===== config.mk =====
export PLATFORM = sky130hd
export DESIGN_NAME = ihw_irq_halt_ctrl
export DESIGN_NICKNAME = d
export VERILOG_FILES = /design/src/hdl/ihw_pkg.sv /design/src/hdl/ihw_irq_halt_ctrl.sv
export SDC_FILE = /design/constraint.sdc
export NUM_CORES = 1
export LEC_CHECK = 0
export ABC_AREA = 1
export BUFFER_PORTS_ARGS = -buffer_cell sky130_fd_sc_hd__buf_2
export CAP_MARGIN = 20
export CORE_MARGIN = 8
export CORE_UTILIZATION = 52
export CTS_CLUSTER_SIZE = 16
export DETAILED_ROUTE_END_ITERATION = 10
export GPL_ROUTABILITY_DRIVEN = 0
export PLACE_DENSITY = 0.82
export SLEW_MARGIN = 25
export SYNTH_ARGS = -nofsm -noshare
export SYNTH_HDL_FRONTEND = slang
export SYNTH_SLANG_ARGS = --single-unit

===== constraint.sdc =====
create_clock -name sys_clk -period 1.5 [get_ports sys_clk]
set_input_delay 0.45 -clock sys_clk [delete_from_list [all_inputs] [get_ports sys_clk]]
set_output_delay 0.45 -clock sys_clk [all_outputs]
set_load 0.02 [all_outputs]

===== src/hdl/ihw_pkg.sv =====
package ihw_pkg;
  // register offsets (nibble registers, one aligned word each)
  localparam logic [7:0] STATUS_IDX = 8'h00;
  localparam logic [7:0] CTRL_IDX = 8'h09;
  localparam logic [11:0] STATUS_ADDR = 12'h000;
  localparam logic [11:0] CTRL_ADDR = 12'h024;
  localparam logic [11:0] IRQ_STAT_ADDR = 12'h040;
  localparam logic [11:0] IRQ_MASK_ADDR = 12'h044;
  localparam logic [11:0] MODE_ADDR = 12'h048;
  // field positions
  localparam int ZERO_BIT = 0;
  localparam int CARRY_BIT = 1;
  localparam int PWMREQ_BIT = 2;
  localparam int AUDEN_BIT = 0;
  localparam int IRQEN_BIT = 1;
  localparam int EV_ENTRY_BIT = 0;
  localparam int EV_WAKE_BIT = 1;
  localparam int EV_REQ_BIT = 2;
  // reset values
  localparam logic [3:0] STATUS_RST = 4'h0;
  localparam logic [3:0] CTRL_RST = 4'h0;
  localparam logic [2:0] IRQ_MASK_RST = 3'h0;
  // vectors
  localparam logic [12:0] VEC_RESET = 13'h0000;
  localparam logic [12:0] VEC_WAKE = 13'h0004;
  localparam logic [12:0] VEC_IRQ = 13'h0008;
  // timing
  localparam int SYS_HZ = 40000000;
  localparam int REQ_HZ_BASE = 32768;
  localparam int REQ_HZ_DOUBLE = 65536;
  localparam logic [10:0] REQ_DIV_BASE = 11'(SYS_HZ / REQ_HZ_BASE);
  localparam logic [10:0] REQ_DIV_DOUBLE = 11'(SYS_HZ / REQ_HZ_DOUBLE);
  localparam logic [6:0] STABLE_CLKS = 7'd64;

  typedef enum logic [1:0] {
    IHW_RUN = 2'b00,
    IHW_HALT = 2'b01,
    IHW_STAB = 2'b11
  } ihw_mode_e;

  // context shadowed on interrupt entry
  typedef struct packed {
    logic [12:0] pc;
    logic [3:0] page;
    logic [3:0] memHigh;
    logic carry;
    logic zero;
  } ihw_ctx_s;

  // core instruction strobes
  typedef struct packed {
    logic retIrq;
    logic halt;
    logic stepPc;
  } ihw_cmd_s;
endpackage


===== src/hdl/ihw_irq_halt_ctrl.sv =====
// Function
// one interrupt entry at 0x0008; reset vector 0x0000, wake vector 0x0004
// request recurs at 32768 Hz, or 65536 Hz with double-rate option
// enable high and flag set: accept interrupt on the next clock
// on acceptance save next pc, page, memory high, carry, zero; load entry
// entering the interrupt clears the enable bit
// flag stays set on entry; software clears it
// return restores saved context and sets the enable bit
// one level only, never nested; accept only while enabled
// halt stops program counter and system clock
// rising edge on any wake-up port bit while halted wakes
// halt sets pc to 0x0004; advance after 64 stable clocks on wake
// reset beats wake; pc 0x0004 to 0x0000, advance after 64 clocks
// working memory retained throughout halt
// while halted only wake-up or reset return to normal mode
// each completed output cycle raises the request flag
// halt clears the audio output enable bit
// wake pins synchronised; stabilisation counted on restarted clock
// request while disabled stays pending, accepted after return
//
// Implementation choice: the APB register port.
module ihw_irq_halt_ctrl (
  // clock and reset
  input wire logic sys_clk,
  input wire logic resetn,
  // apb slave
  input wire logic psel,
  input wire logic penable,
  input wire logic pwrite,
  input wire logic [11:0] paddr,
  input wire logic [31:0] pwdata,
  output logic [31:0] prdata,
  output logic pready,
  output logic pslverr,
  // core side
  input wire ihw_pkg::ihw_cmd_s coreCmd,
  input wire ihw_pkg::ihw_ctx_s coreCtx,
  input wire logic flagWrEn,
  input wire logic carryIn,
  input wire logic zeroIn,
  input wire logic doubleRateOption,
  // wake-up pins
  input wire logic [3:0] wakeupPortFirst,
  input wire logic [3:0] wakeupPortSecond,
  input wire logic [3:0] wakeupPortThird,
  // outputs to core
  output logic [12:0] pcOut,
  output logic pcLoad,
  output ihw_pkg::ihw_ctx_s restoreCtx,
  output logic restoreLoad,
  output logic sysClkEnable,
  output logic audioOutputEnable,
  output logic irqOut
);

  logic [3:0] statusReg;
  logic [3:0] ctrlReg;
  logic [2:0] evReg;
  logic [2:0] maskReg;
  ihw_pkg::ihw_ctx_s shadowReg;
  ihw_pkg::ihw_mode_e modeReg;
  logic [6:0] stableReg;
  logic [10:0] divReg;
  logic [11:0] wakeS1Reg, wakeS2Reg, wakeS3Reg;
  logic [2:0] resetStretchReg;
  logic inIrqReg;

  logic wrAcc, rdAcc;
  logic accept;
  logic cycleDone;
  logic wakeEdge;
  logic [2:0] evSet;

  assign wrAcc = psel && penable && pwrite;
  assign rdAcc = psel && !penable && !pwrite;
  // accept only in run mode while enabled, never while inside service
  // the core clock must already be running, else entry would race the wake vector
  assign accept = (modeReg == ihw_pkg::IHW_RUN) && sysClkEnable && ctrlReg[ihw_pkg::IRQEN_BIT] &&
                  statusReg[ihw_pkg::PWMREQ_BIT] && !inIrqReg && !coreCmd.halt;
  assign wakeEdge = |(wakeS2Reg & ~wakeS3Reg);
  assign cycleDone = (divReg == 11'd0) && (modeReg == ihw_pkg::IHW_RUN);
  assign evSet = {cycleDone, (modeReg == ihw_pkg::IHW_HALT) && wakeEdge, accept};

  // output-cycle divider, the request period
  always_ff @(posedge sys_clk or negedge resetn) begin
    if (!resetn) begin
      divReg <= ihw_pkg::REQ_DIV_BASE;
    end else if (modeReg != ihw_pkg::IHW_RUN) begin
      divReg <= ihw_pkg::REQ_DIV_BASE;
    end else if (divReg == 11'd0) begin
      divReg <= doubleRateOption ? ihw_pkg::REQ_DIV_DOUBLE - 11'd1 : ihw_pkg::REQ_DIV_BASE - 11'd1;
    end else begin
      divReg <= divReg - 11'd1;
    end
  end

  // wake pin synchronisers; the second and third stages feed the edge detector
  always_ff @(posedge sys_clk or negedge resetn) begin
    if (!resetn) begin
      wakeS1Reg <= 12'h000;
      wakeS2Reg <= 12'h000;
      wakeS3Reg <= 12'h000;
    end else begin
      wakeS1Reg <= {wakeupPortThird, wakeupPortSecond, wakeupPortFirst};
      wakeS2Reg <= wakeS1Reg;
      wakeS3Reg <= wakeS2Reg;
    end
  end

  // status nibble: request flag plus carry and zero
  always_ff @(posedge sys_clk or negedge resetn) begin
    if (!resetn) begin
      statusReg <= ihw_pkg::STATUS_RST;
    end else begin
      if (wrAcc && paddr == ihw_pkg::STATUS_ADDR) begin
        statusReg[ihw_pkg::CARRY_BIT] <= pwdata[ihw_pkg::CARRY_BIT];
        statusReg[ihw_pkg::ZERO_BIT] <= pwdata[ihw_pkg::ZERO_BIT];
        statusReg[ihw_pkg::PWMREQ_BIT] <= pwdata[ihw_pkg::PWMREQ_BIT];
      end else if (coreCmd.retIrq && inIrqReg) begin
        statusReg[ihw_pkg::CARRY_BIT] <= shadowReg.carry;
        statusReg[ihw_pkg::ZERO_BIT] <= shadowReg.zero;
      end else if (flagWrEn) begin
        statusReg[ihw_pkg::CARRY_BIT] <= carryIn;
        statusReg[ihw_pkg::ZERO_BIT] <= zeroIn;
      end
      // the completed cycle wins over a software clear in the same cycle
      if (cycleDone) begin
        statusReg[ihw_pkg::PWMREQ_BIT] <= 1'b1;
      end
      statusReg[3] <= 1'b0;
    end
  end

  // control nibble: audio enable and interrupt enable
  always_ff @(posedge sys_clk or negedge resetn) begin
    if (!resetn) begin
      ctrlReg <= ihw_pkg::CTRL_RST;
    end else begin
      if (wrAcc && paddr == ihw_pkg::CTRL_ADDR && modeReg == ihw_pkg::IHW_RUN) begin
        ctrlReg[1:0] <= pwdata[1:0];
      end
      if (accept) begin
        ctrlReg[ihw_pkg::IRQEN_BIT] <= 1'b0;
      end else if (coreCmd.retIrq && inIrqReg) begin
        ctrlReg[ihw_pkg::IRQEN_BIT] <= 1'b1;
      end
      if (coreCmd.halt && modeReg == ihw_pkg::IHW_RUN) begin
        ctrlReg[ihw_pkg::AUDEN_BIT] <= 1'b0;
      end
      ctrlReg[3:2] <= 2'b00;
    end
  end

  // service nesting guard and shadow context
  always_ff @(posedge sys_clk or negedge resetn) begin
    if (!resetn) begin
      inIrqReg <= 1'b0;
      shadowReg <= '0;
    end else if (accept) begin
      inIrqReg <= 1'b1;
      shadowReg <= coreCtx;
    end else if (coreCmd.retIrq) begin
      inIrqReg <= 1'b0;
    end
  end

  // run / halt / stabilise sequencing
  always_ff @(posedge sys_clk or negedge resetn) begin
    if (!resetn) begin
      modeReg <= ihw_pkg::IHW_STAB;
      stableReg <= 7'd0;
      resetStretchReg <= 3'd0;
    end else begin
      resetStretchReg <= {resetStretchReg[1:0], 1'b1};
      case (modeReg)
        ihw_pkg::IHW_RUN: begin
          if (coreCmd.halt) begin
            modeReg <= ihw_pkg::IHW_HALT;
          end
        end
        ihw_pkg::IHW_HALT: begin
          // instruction strobes are ignored here; only pins leave halt
          if (wakeEdge) begin
            modeReg <= ihw_pkg::IHW_STAB;
            stableReg <= 7'd0;
          end
        end
        ihw_pkg::IHW_STAB: begin
          if (stableReg == ihw_pkg::STABLE_CLKS - 7'd1) begin
            modeReg <= ihw_pkg::IHW_RUN;
          end else begin
            stableReg <= stableReg + 7'd1;
          end
        end
        default: begin
          modeReg <= ihw_pkg::IHW_RUN;
        end
      endcase
    end
  end

  // program counter steering
  always_ff @(posedge sys_clk or negedge resetn) begin
    if (!resetn) begin
      pcOut <= ihw_pkg::VEC_RESET;
      pcLoad <= 1'b1;
      restoreCtx <= '0;
      restoreLoad <= 1'b0;
    end else begin
      pcLoad <= 1'b0;
      restoreLoad <= 1'b0;
      if (modeReg == ihw_pkg::IHW_RUN && coreCmd.halt) begin
        pcOut <= ihw_pkg::VEC_WAKE;
        pcLoad <= 1'b1;
      end else if (accept) begin
        pcOut <= ihw_pkg::VEC_IRQ;
        pcLoad <= 1'b1;
      end else if (coreCmd.retIrq && inIrqReg && modeReg == ihw_pkg::IHW_RUN) begin
        restoreCtx <= shadowReg;
        restoreLoad <= 1'b1;
        pcOut <= shadowReg.pc;
        pcLoad <= 1'b1;
      end else if (modeReg != ihw_pkg::IHW_RUN && resetStretchReg[2] == 1'b0) begin
        pcLoad <= 1'b1;
      end
    end
  end

  // core clock gate; working memory simply keeps its contents while gated
  always_ff @(posedge sys_clk or negedge resetn) begin
    if (!resetn) begin
      sysClkEnable <= 1'b0;
      audioOutputEnable <= 1'b0;
    end else begin
      sysClkEnable <= (modeReg == ihw_pkg::IHW_RUN) && !coreCmd.halt;
      audioOutputEnable <= ctrlReg[ihw_pkg::AUDEN_BIT];
    end
  end

  // sticky event bits, write one to clear; set beats clear
  always_ff @(posedge sys_clk or negedge resetn) begin
    if (!resetn) begin
      evReg <= 3'h0;
      maskReg <= ihw_pkg::IRQ_MASK_RST;
    end else begin
      if (wrAcc && paddr == ihw_pkg::IRQ_STAT_ADDR) begin
        evReg <= (evReg & ~pwdata[2:0]) | evSet;
      end else begin
        evReg <= evReg | evSet;
      end
      if (wrAcc && paddr == ihw_pkg::IRQ_MASK_ADDR) begin
        maskReg <= pwdata[2:0];
      end
    end
  end

  always_ff @(posedge sys_clk or negedge resetn) begin
    if (!resetn) begin
      irqOut <= 1'b0;
    end else begin
      irqOut <= |(evReg & maskReg);
    end
  end

  // apb: zero-wait, read data captured in the setup cycle
  always_ff @(posedge sys_clk or negedge resetn) begin
    if (!resetn) begin
      prdata <= 32'h0000_0000;
      pready <= 1'b0;
      pslverr <= 1'b0;
    end else begin
      pready <= psel && !penable;
      pslverr <= 1'b0;
      if (rdAcc) begin
        if (paddr == ihw_pkg::STATUS_ADDR) begin
          prdata <= {28'h0, statusReg};
        end else if (paddr == ihw_pkg::CTRL_ADDR) begin
          prdata <= {28'h0, ctrlReg};
        end else if (paddr == ihw_pkg::IRQ_STAT_ADDR) begin
          prdata <= {29'h0, evReg};
        end else if (paddr == ihw_pkg::IRQ_MASK_ADDR) begin
          prdata <= {29'h0, maskReg};
        end else if (paddr == ihw_pkg::MODE_ADDR) begin
          prdata <= {30'h0, modeReg};
        end else begin
          prdata <= 32'h0000_0000;
        end
      end
      if (psel && !penable && paddr != ihw_pkg::STATUS_ADDR && paddr != ihw_pkg::CTRL_ADDR &&
          paddr != ihw_pkg::IRQ_STAT_ADDR && paddr != ihw_pkg::IRQ_MASK_ADDR && paddr != ihw_pkg::MODE_ADDR) begin
        pslverr <= 1'b1;
      end
    end
  end

endmodule


# Word level (Yosys, flattened, before mapping)
# Index checks and enable logic that the tools add are counted.
[op_classes] n_reduce_logical=47 eq_ne=15 n_addsub=2 n_div=0 multipliers=0 n_shift=0 n_lt_le_gt_ge=0 muxes=38 bitwise_logic=10
[ops] operator="13-bit 2-to-1 mux" n=3
[ops] operator="12-bit by 7-bit equality test with 1-bit output, second input constant" n=3
[ops] operator="12-bit by 7-bit inequality test with 1-bit output, second input constant" n=3
[ops] operator="11-bit 2-to-1 mux" n=3
[ops] operator="1-bit logical AND" n=26
[ops] operator="2-bit 2-to-1 mux" n=8
[ops] operator="1-bit 2-to-1 mux" n=15
[ops] operator="3-bit 2-to-1 mux" n=5
[ops] operator="7-bit 2-to-1 mux" n=2
[ops] operator="7-bit case mux with 2 select lines" n=1
[ops] operator="12-bit AND" n=1
[ops] operator="12-bit by 6-bit equality test with 1-bit output, second input constant" n=1
[ops] operator="12-bit logical NOT" n=1
[ops] operator="12-bit by 6-bit inequality test with 1-bit output, second input constant" n=1
[ops] operator="12-bit inverter" n=1
[ops] operator="12-bit nonzero test" n=1
[ops] operator="12-bit OR reduction" n=1
[ops] operator="11-bit logical NOT" n=1
[ops] operator="11-bit by 1-bit subtractor with 11-bit output, second input constant" n=1
[ops] operator="2-bit nonzero test" n=5
[ops] operator="3-bit AND reduction" n=3
[ops] operator="3-bit nonzero test" n=3
[ops] operator="2-bit inequality test, second input constant" n=4
[ops] operator="7-bit by 1-bit adder with 7-bit output, second input constant" n=1
[ops] operator="other kinds (11)" n=18
[totals] ramBits=0 out_inout_bits=75 regBits=169 latch_bits=0 romBits=0 mem_count=0

# Longest topological paths before layout
# Gate-level depths: netlist of the first run.
[depth] ltp_word=8 depth_mapped=12 ltp_nobuf=11

# Worst setup path before layout of the first run
# OpenSTA, ideal clock, no wires.
[synth_path] path_kind="input port to flip-flop" start="input port paddr[1]" end="register statusReg[0]" t_required_ps=1384 arrival_time_ps=1259 n_path_buf=0 stages=10 setup_ps=116 path_slack_ps=125 path_cell_list="nor2_2 nand3_1 inv_2 nand2_2 nor2_4 inv_2 nand3_1 inv_1 nand2_1 nand2_1"
[synth_via] elab_chain_cells=3
[synth_rtl] item="start: declaration" line_no="ihw_irq_halt_ctrl.sv:30" rtl="input wire logic [11:0] paddr,"
[synth_rtl] item="12-bit logical NOT *" line_no="ihw_irq_halt_ctrl.sv:115" rtl="if (wrAcc && paddr == ihw_pkg::STATUS_ADDR) begin"
[synth_rtl] item="1-bit logical AND *" line_no="ihw_irq_halt_ctrl.sv:115"
[synth_rtl] item="3-bit nonzero test (no line) or 2-bit 2-to-1 mux (tied branches)"
[synth_rtl] item="end signal: indexed assignment" line_no="ihw_irq_halt_ctrl.sv:116" rtl="statusReg[ihw_pkg::CARRY_BIT] <= pwdata[ihw_pkg::CARRY_BIT];"
[synth_rtl] item="end signal: indexed assignment" line_no="ihw_irq_halt_ctrl.sv:117" rtl="statusReg[ihw_pkg::ZERO_BIT] <= pwdata[ihw_pkg::ZERO_BIT];"
[synth_rtl] item="end signal: indexed assignment" line_no="ihw_irq_halt_ctrl.sv:118" rtl="statusReg[ihw_pkg::PWMREQ_BIT] <= pwdata[ihw_pkg::PWMREQ_BIT];"
[synth_rtl] item="end: declaration" line_no="ihw_irq_halt_ctrl.sv:56" rtl="logic [3:0] statusReg;"
# Mark *: on every way between the ends. The rest lies on a longest branch, timed or not.
# A chain may end at the register's enable or synchronous reset.

# Worst setup path in the final report of the first run
[layout_path] start="register stableReg[1]" end="register stableReg[5]"
[layout_via] elab_chain_cells=3
[layout_rtl] item="start: declaration" line_no="ihw_irq_halt_ctrl.sv:62" rtl="logic [6:0] stableReg;"
[layout_rtl] item="start signal: assignment" line_no="ihw_irq_halt_ctrl.sv:192" rtl="stableReg <= stableReg + 7'd1;"
[layout_rtl] item="7-bit by 1-bit adder with 7-bit output or 7-bit by 6-bit equality test with 1-bit output (tied branches)" line_no="ihw_irq_halt_ctrl.sv:192, ihw_irq_halt_ctrl.sv:189"
[layout_rtl] item="7-bit 2-to-1 mux or 2-bit inequality test (tied branches)"
[layout_rtl] item="7-bit case mux with 2 select lines or 3-bit AND reduction (tied branches)"
# Several ways; a longest one is shown, not always the timed one. The select of a mux whose other input is x is not followed.

==> flow_summary.yaml, run 1 <==
status:
  status: "complete, but fails checks"
  violations: "setup timing"
final_layout:
  area_growth_syn_to_layout_pct: 27.42
  finalInstanceArea_um2: 7460
  drive_gt1_share_pct: 30.97
  antenna_cells: 0
  nNetsFinal: 872
timing:
  rsz0062_at_grt: "yes"
  worst_slack_ps: -41.41
  hold_violations: 0
  setup_viol_count_final: 5
  fin_setup_tns_ps: -89.07
  fmax_mhz: 648.8
  layout_min_cycle_time_ps: 1541
  fin_skew_ps: 8.521
  slew_viol_final: 0
  fin_crit_sh_pct: 102.8
grt:
  grt_max_degree: 41
  grt_pass1_wl_mm: 21.76
  antenna_found_initial: 0
  grt_overflow_total: 0
  grt_pass1_vias: 4733
  grt_usage_pct: 18.28
clock_network:
  cts_buffers: 17
  clk_pin_slew_ps: 60
  clock_sinks: 140
  htree_levels: 4
  cts_buffer_depth: 2
  cts_tree: "built"
  clk-insertion-delay-late_ps: 410
  cts-root-buf: "clkbuf_16"
die:
  start_util_pct: 53.54
  rows: 38
  die_y_um: 122.1
  pin_count: 166
  core-area_um2: 10940
  dieArea_um2: 14910
  die_w_um: 122.1
synthesis:
  avgSynthCellArea_um2: 9.382
  ys_warn_count: 0
  yosys_register_bits: 140
  synth_cell_type_count: 37
  yosys.area.top_type: "dfrtp_1"
  synth-edff-count: 0
  yosys-top-cells-area: "dfrtp_1 (57%), nand2_1 (12%), inv_1 (4.6%)"
  synth_top_flop_cell: "dfrtp_1"
  synth_commonest_cells: "nand2_1 (193), dfrtp_1 (133), inv_1 (71)"
  synth_top_area_share_pct: 56.85
  ys_seq_area_share_pct: 59.99
  async_flop_share_pct: 100.0
  netlist_area_um2: 5854
  yosys.cell_count.top_type: "nand2_1"
  synth_cells: 624
setup_path:
  startpoint_type: "register"
  crit_fanout: 7
  cp.required_ps: 1790
  path_class: "register to register"
  arrival_ps: 1840
  endpoint_kind: "register"
routing:
  vias: 4679
  ant_nets: 0
  first_iter_violations: 327
  firstDrtPassIters: 5
  routed_wl_mm: 14.34
  viasPerCell: 5.026
  drc: 0
  post_drt_wl_per_cell_um: 15.40
placement:
  port_buffers: 106
  dpl_cell_area_um2: 6615
  dp_hpwl_mm: 9.659
min_path:
  min_path_type: "primary input to register"
run:
  max-cap-violations: 0
pwr:
  power_density_nw_per_um2: 1482
  leakagePower_nw: 4.112
  vdd_drop_max_uv: 1085
-- final timing paths --
check                                              from                      endpoint  cells after the start  slack (ps)
setup reg to reg               stableReg[1]$_DFFE_PN0P_      stableReg[5]$_DFFE_PN0P_                      8         -40
min in group asynchronous                        resetn      stableReg[0]$_DFFE_PN0P_                      2         520
setup / recovery               stableReg[1]$_DFFE_PN0P_      stableReg[5]$_DFFE_PN0P_                      8         -40
max in group asynchronous                        resetn     shadowReg[22]$_DFFE_PN0P_                      3         380
hold / removal                       wakeupPortThird[3]       wakeS1Reg[11]$_DFF_PN0_                      1         140
hold reg to reg            resetStretchReg[1]$_DFF_PN0_  resetStretchReg[2]$_DFF_PN0_                      0         350
-- area by class of cell --
type | count | area [um2]
Fill cell | 782 | 3476
Tap cell | 140 | 175.2
Timing Repair Buffer | 146 | 917.1
Multi-Input combinational cell | 393 | 1938
Clock inverter | 13 | 166.4
Clock buffer | 19 | 442.9
Inverter | 80 | 307.8
Sequential cell | 140 | 3512
-- metal layers --
| metal | global-route usage (%) | routed length (um) | vias to the layer above |
|---|---|---|---|
| li1 | - | - | 2191 |
| met1 | 20.48 | 5310 | 2268 |
| met2 | 32.70 | 7573 | 181 |
| met3 | 4.396 | 1020 | 39 |
| met4 | 7.616 | 436 | 0 |
| met5 | 0 | 0 | - |
-- logic make-up (layout without fill, tap and decap cells) --
kind of cell,after synthesis,after routing,synth area share (%)
other,2,30,0.1283
adders and majority gates,3,3,0.6412
buffers and inverters,119,258,10.37
and+or+nand+nor,286,286,20.69
DFF,140,140,59.99
AOI/OAI and AO/OA,66,66,6.989
xor gates and xnor gates,8,8,1.197
-- critical path: stages, from the launching register on --
cell and delay [ps]:
dfrtp_1 400, ha_4 170, nand2_4 60, nor3_4 190, inv_2 80, o21ai_4 240, nand2_4 130, nand2_2 100
o21ai_2 50
-- registers in the layout, summed over array words and instances (netlist names), 7 cells and up --
register and flops:
shadowReg 23, pcOut 13, restoreCtx 23, wakeS2Reg 12
wakeS3Reg 12, wakeS1Reg 12, divReg 11, stableReg 7
-- cells in the final DEF (no fill, tap or decap), types with 3 or more instances in the layout --
cell	instances
a21oi_1	7
buf_12	4
buf_2	103
buf_4	31
buf_6	7
bufinv_16	3
clkbuf_16	17
clkinv_4	3
clkinvlp_4	3
conb_1	30
dfrtp_1	133
dfstp_2	7
inv_1	68
inv_2	9
inv_4	3
nand2_1	182
nand2_2	13
nand3_1	31
nand3_2	4
nor2_1	30
nor2_2	6
nor2_4	3
nor3_1	3
nor3_2	3
o21ai_0	34
o21ai_1	3
o21ai_2	14
xor2_1	7
-- through the flow --
stage / setup WS [ps] / utilization [%] / power, mW / hold slack [ps] / cells
2_1_floorplan: 125.0 / - / 5.803 / 154.4 / 652
3_3_place_gp: -25.38 / 60.49 / 6.306 / 332.4 / 885
3_5_place_dp: -71.44 / 60.49 / 6.418 / 334.7 / 885
4_1_cts: -3.363 / 66.21 / 10.71 / 127.8 / 918
5_1_grt: -86.27 / 68.22 / 11.53 / 125.7 / 931
6_report: -41.41 / 68.22 / 11.05 / 138.4 / 931
-- power by group --
part / switching (mW) / internal [mW] / total, mW
clock: 1.60 / 2.67 / 4.26
sequential: 0.299 / 4.33 / 4.63
combinational: 1.36 / 0.801 / 2.16
total: 3.25 / 7.80 / 11.1
-- what timing repair did --
item                                    in CTS  in global routing
endpoints found under the setup margin       1                 29
pin swaps                                    0                 14
buffers inserted                             0                 13
hold endpoints to repair                    28                  0
hold buffers                                 1                  0
resized for setup                            2                 40
Power figures use the tool's default switching activity.
==> run 2: changes to the inputs <==
HOLD_SLACK_MARGIN = 0.08   (was unset)
SKIP_LAST_GASP = 1   (was unset)
==> flow_summary.yaml, run 2 (synthesized netlist as in run 1, its figures left out) <==
routing:
  post_drt_wl_per_cell_um: 15.31
  drc: 0
  vias: 4666
  routed_wl_mm: 14.26
  viasPerCell: 5.012
  ant_nets: 0
  firstDrtPassIters: 5
  first_iter_violations: 262
clock_network:
  cts-root-buf: "clkbuf_16"
  clk-insertion-delay-late_ps: 410
  htree_levels: 4
  cts_tree: "built"
  clock_sinks: 140
  cts_buffers: 17
  cts_buffer_depth: 2
  clk_pin_slew_ps: 60
grt:
  grt_pass1_wl_mm: 21.76
  grt_pass1_vias: 4733
  grt_usage_pct: 18.28
  grt_max_degree: 41
  grt_overflow_total: 0
  antenna_found_initial: 0
timing:
  setup_viol_count_final: 5
  hold_violations: 0
  rsz0062_at_grt: "yes"
  worst_slack_ps: -59.85
  slew_viol_final: 0
  fmax_mhz: 641.1
  fin_skew_ps: 5.784
  fin_crit_sh_pct: 104.0
  hold_slack_ps: 139.0
  layout_min_cycle_time_ps: 1560
status:
  violations: "setup timing"
  status: "complete, but fails checks"
setup_path:
  path_class: "register to register"
  path_common_cell: "nand2_4"
  startpoint_type: "register"
  critPathMaxStageDelay_ps: 420
  cpMaxStageDelayCell: "dfrtp_1"
  crit_fanout: 7
  arrival_ps: 1860
  endpoint_kind: "register"
  cp.required_ps: 1800
  path_cells: "ha_4 > nand2_4 > nor3_4 > inv_2 > o21ai_4 > nand2_4 > nand2_2 > o21ai_1"
min_path:
  min_path_type: "primary input to register"
die:
  start_util_pct: 53.54
  die_w_um: 122.1
  dieArea_um2: 14910
  rows: 38
  core-area_um2: 10940
  pin_count: 166
  die_y_um: 122.1
placement:
  port_buffers: 106
  dpl_cell_area_um2: 6615
  post-place-ws_ps: -71.44
  dp_hpwl_mm: 9.659
pwr:
  vdd_drop_max_uv: 866.9
  p_comb_share_pct: 19.2
  power.internal_mw: 7.787
  seqPwrFrac_pct: 42.0
  switching_share_pct: 29.26
  power_frac_clock_pct: 38.8
  leakagePower_nw: 4.110
  power.switching_mw: 3.220
  power_density_nw_per_um2: 1479
  power.total_mw: 11.01
final_layout:
  final_common_cell: "nand2_1"
  top_regs: "restoreCtx x23, shadowReg x23, pcOut x13"
  most-common-layout-cells: "nand2_1 (184), dfrtp_1 (133), buf_2 (103)"
  antenna_cells: 0
  n_fill_cell: 789
  nNetsFinal: 872
  drive_gt1_share_pct: 30.47
  area_growth_syn_to_layout_pct: 27.14
  finalInstanceArea_um2: 7443
  fin_util_pct: 68.07
run:
  max-cap-violations: 0
[run 2: layer usage]
metal	share of wire, %	global-route usage (%)	vias up
met4	2.2	7.616	0
met5	0	0	-
met2	53	32.70	189
met3	7.5	4.396	30
met1	37	20.48	2257
li1	-	-	2190
[run 2: worst paths after layout]
kind / depth (start not counted) / slack [ps] / endpoint / start
min reg2reg: 0 / 350 / resetStretchReg[1]$_DFF_PN0_ / resetStretchReg[0]$_DFF_PN0_
min: 1 / 140 / wakeS1Reg[11]$_DFF_PN0_ / wakeupPortThird[3]
max reg2reg: 8 / -60 / stableReg[3]$_DFFE_PN0P_ / stableReg[1]$_DFFE_PN0P_
max: 8 / -60 / stableReg[3]$_DFFE_PN0P_ / stableReg[1]$_DFFE_PN0P_
min in group asynchronous: 2 / 520 / stableReg[0]$_DFFE_PN0P_ / resetn
max in group asynchronous: 3 / 390 / shadowReg[22]$_DFFE_PN0P_ / resetn
[run 2: worst max-delay path, delay by kind of cell (launching register included)]
family	cells	cell delay, ps
AND/OR/NAND/NOR	4	470
flip-flops	1	420
AO/OA/AOI/OAI	2	310
adder cells (fa/ha/maj)	1	170
buffers and inverters	1	80
[run 2: area by class of cell]
cell class	instances	area, um2	share of cell area, %
Sequential cell	140	3512	47.18
Multi-Input combinational cell	393	1926	25.87
Timing Repair Buffer	146	913.4	12.27
Clock buffer	19	442.9	5.951
Inverter	80	307.8	4.135
Tap cell	140	175.2	2.353
Clock inverter	13	166.4	2.236
[run 2: per-stage QoR]
step / TNS [ps] / cells
final: -154.6 / 931
after global routing: -1891 / 931
after CTS: -3.363 / 918
after detailed placement: -382.5 / 885
after global placement: -77.12 / 885
after floorplan: 0 / 652
[run 2: repair_timing]
item | in CTS | in global routing
pin swaps | 0 | 14
buffers inserted | 0 | 13
setup endpoints to repair | 1 | 29
endpoints found under the hold margin | 28 | 0
hold buffers | 1 | 0
gates resized for setup | 2 | 35
[run 2: power by group through the flow]
stage / Combinational (mW) / Clock (mW) / Sequential, mW
2_1_floorplan: 1.11 / 0 / 4.70
3_3_place_gp: 1.67 / 0 / 4.63
3_5_place_dp: 1.75 / 0 / 4.67
4_1_cts: 1.79 / 4.30 / 4.61
5_1_grt: 2.34 / 4.46 / 4.68
6_report: 2.12 / 4.27 / 4.63
==> run 3: changes to the inputs <==
CELL_PAD_IN_SITES_DETAIL_PLACEMENT = 1   (was unset)
CELL_PAD_IN_SITES_GLOBAL_PLACEMENT = 1   (was unset)
CORE_UTILIZATION = 39   (was 52)
==> flow_summary.yaml, run 3 (synthesized netlist as in run 1, its figures left out) <==
final_layout:
  final_common_cell: "nand2_1"
  most-common-layout-cells: "nand2_1 (187), dfrtp_1 (133), buf_2 (104)"
  layout.cells.non_filler: 989
  area_growth_syn_to_layout_pct: 31.50
  nNetsFinal: 886
  antenna_cells: 0
  fin_util_pct: 52.77
  top_regs: "restoreCtx x23, shadowReg x23, pcOut x13"
  drive_gt1_share_pct: 32.17
status:
  status: "complete, but fails checks"
  violations: "setup timing"
timing:
  setup_viol_count_final: 30
  worst_slack_ps: -173.1
  fin_crit_sh_pct: 111.5
  fin_skew_ps: 9.718
  hold_violations: 0
  fmax_mhz: 597.7
  rsz0062_at_grt: "yes"
  slew_viol_final: 0
  layout_min_cycle_time_ps: 1673
  hold_slack_ps: 126.4
routing:
  viasPerCell: 4.828
  routed_wl_mm: 17.74
  vias: 4775
  first_iter_violations: 242
  ant_nets: 0
  drc: 0
  firstDrtPassIters: 4
  post_drt_wl_per_cell_um: 17.93
pwr:
  power.total_mw: 11.44
  vdd_drop_max_uv: 752.8
  leakagePower_nw: 4.185
  power_density_nw_per_um2: 1486
clock_network:
  clock_sinks: 140
  cts-root-buf: "clkbuf_16"
  cts_tree: "built"
  cts_buffers: 17
  clk-insertion-delay-late_ps: 430
  clk_pin_slew_ps: 60
  htree_levels: 4
  cts_buffer_depth: 2
setup_path:
  ff2ff_path_depth: 9
  timing.rr.start: "ctrlReg[1]$_DFFE_PN0P_"
  timing.rr.end: "ctrlReg[1]$_DFFE_PN0P_"
  endpoint_kind: "register"
  arrival_ps: 1970
  critPathCapture: "ctrlReg[1]$_DFFE_PN0P_"
  startpoint: "ctrlReg[1]$_DFFE_PN0P_"
  startpoint_type: "register"
  path_class: "register to register"
  cp.required_ps: 1800
  crit_fanout: 18
  r2r_setup_slack_ps: -170
placement:
  port_buffers: 106
  placed_cells: 933
  dp_hpwl_mm: 11.62
grt:
  grt_overflow_total: 0
  grt_pass1_vias: 5373
  antenna_found_initial: 0
  grt_max_degree: 34
  grt_usage_pct: 17.23
  grt_pass1_wl_mm: 26.55
die:
  core-area_um2: 14590
  pin_count: 166
  start_util_pct: 40.13
  dieArea_um2: 19190
  die_w_um: 138.5
  die_y_um: 138.5
  rows: 44
run:
  max-cap-violations: 0
min_path:
  min_path_type: "primary input to register"
==> run 3: changes by cell type in the layout (fill, tap and decap cells not counted), sizes merged <==
cell      before  now
bufinv         3    4
buf          145  156
clkinv         5    6
inv           82   80
clkinvlp       3    5
clkbuf        19   20
==> run 3: timing repair <==
item | in CTS | in global routing
resized for setup | 10 | 29
gates cloned | 0 | 3
pin swaps | 4 | 6
hold endpoints to repair | 20 | 0
setup buffers | 6 | 14
hold buffers | 1 | 0
endpoints found under the setup margin | 21 | 58
==> run 3: worst min path at each step <==
stage | from | endpoint | slack [ps] | cells past startpoint
floorplan | resetn | audioOutputEnable$_DFF_PN0_ | 150 | 0
global placement | resetStretchReg[0]$_DFF_PN0_ | resetStretchReg[1]$_DFF_PN0_ | 330 | 0
detailed placement | wakeS1Reg[11]$_DFF_PN0_ | wakeS2Reg[11]$_DFF_PN0_ | 340 | 0
CTS | wakeupPortSecond[2] | wakeS1Reg[6]$_DFF_PN0_ | 110 | 1
global route | wakeupPortSecond[2] | wakeS1Reg[6]$_DFF_PN0_ | 110 | 1
finish | wakeupPortThird[1] | wakeS1Reg[9]$_DFF_PN0_ | 130 | 1
==> run 3: critical path, stage by stage, from the launching register on <==
cell and delay (ps):
dfrtp_1 400, nand2_1 100, nor3_2 220, nand2_2 140, nor2_4 200, inv_4 140, nand2_1 100, inv_1 50
nand2_1 90, nand2_1 100
==> run 3: layout make-up <==
type	instances	area, um2
Fill cell	1648	6890
Sequential cell	140	3512
Multi-Input combinational cell	393	1936
Timing Repair Buffer	160	1086
Clock buffer	17	425.4
Inverter	80	310.3
Tap cell	184	230.2
Clock inverter	15	198.9
==> run 3: per-stage QoR <==
stage | setup WS (ps) | area [um2] | TNS (ps)
2_1_floorplan | 125.0 | 5959 | 0
3_3_place_gp | -55.30 | 6713 | -177.3
5_1_grt | -217.8 | 7699 | -3474
3_5_place_dp | -115.2 | 6713 | -1054
4_1_cts | -48.61 | 7428 | -70.36
6_report | -173.1 | 7699 | -1302
==> run 3: power by group <==
group | internal, mW | total (mW) | switching [mW]
Sequential | 4.33 | 4.66 | 0.329
Clock | 2.77 | 4.45 | 1.68
Combinational | 0.868 | 2.33 | 1.46
Total | 7.97 | 11.4 | 3.47
==> run 3: layer usage <==
layer,share of wire (%),global-route usage (%),vias to the layer above
li1,-,-,2209
met1,38,18.19,2398
met2,54,30.97,133
met3,5.1,5.651,35
met4,2.6,6.865,0
met5,0,0,-
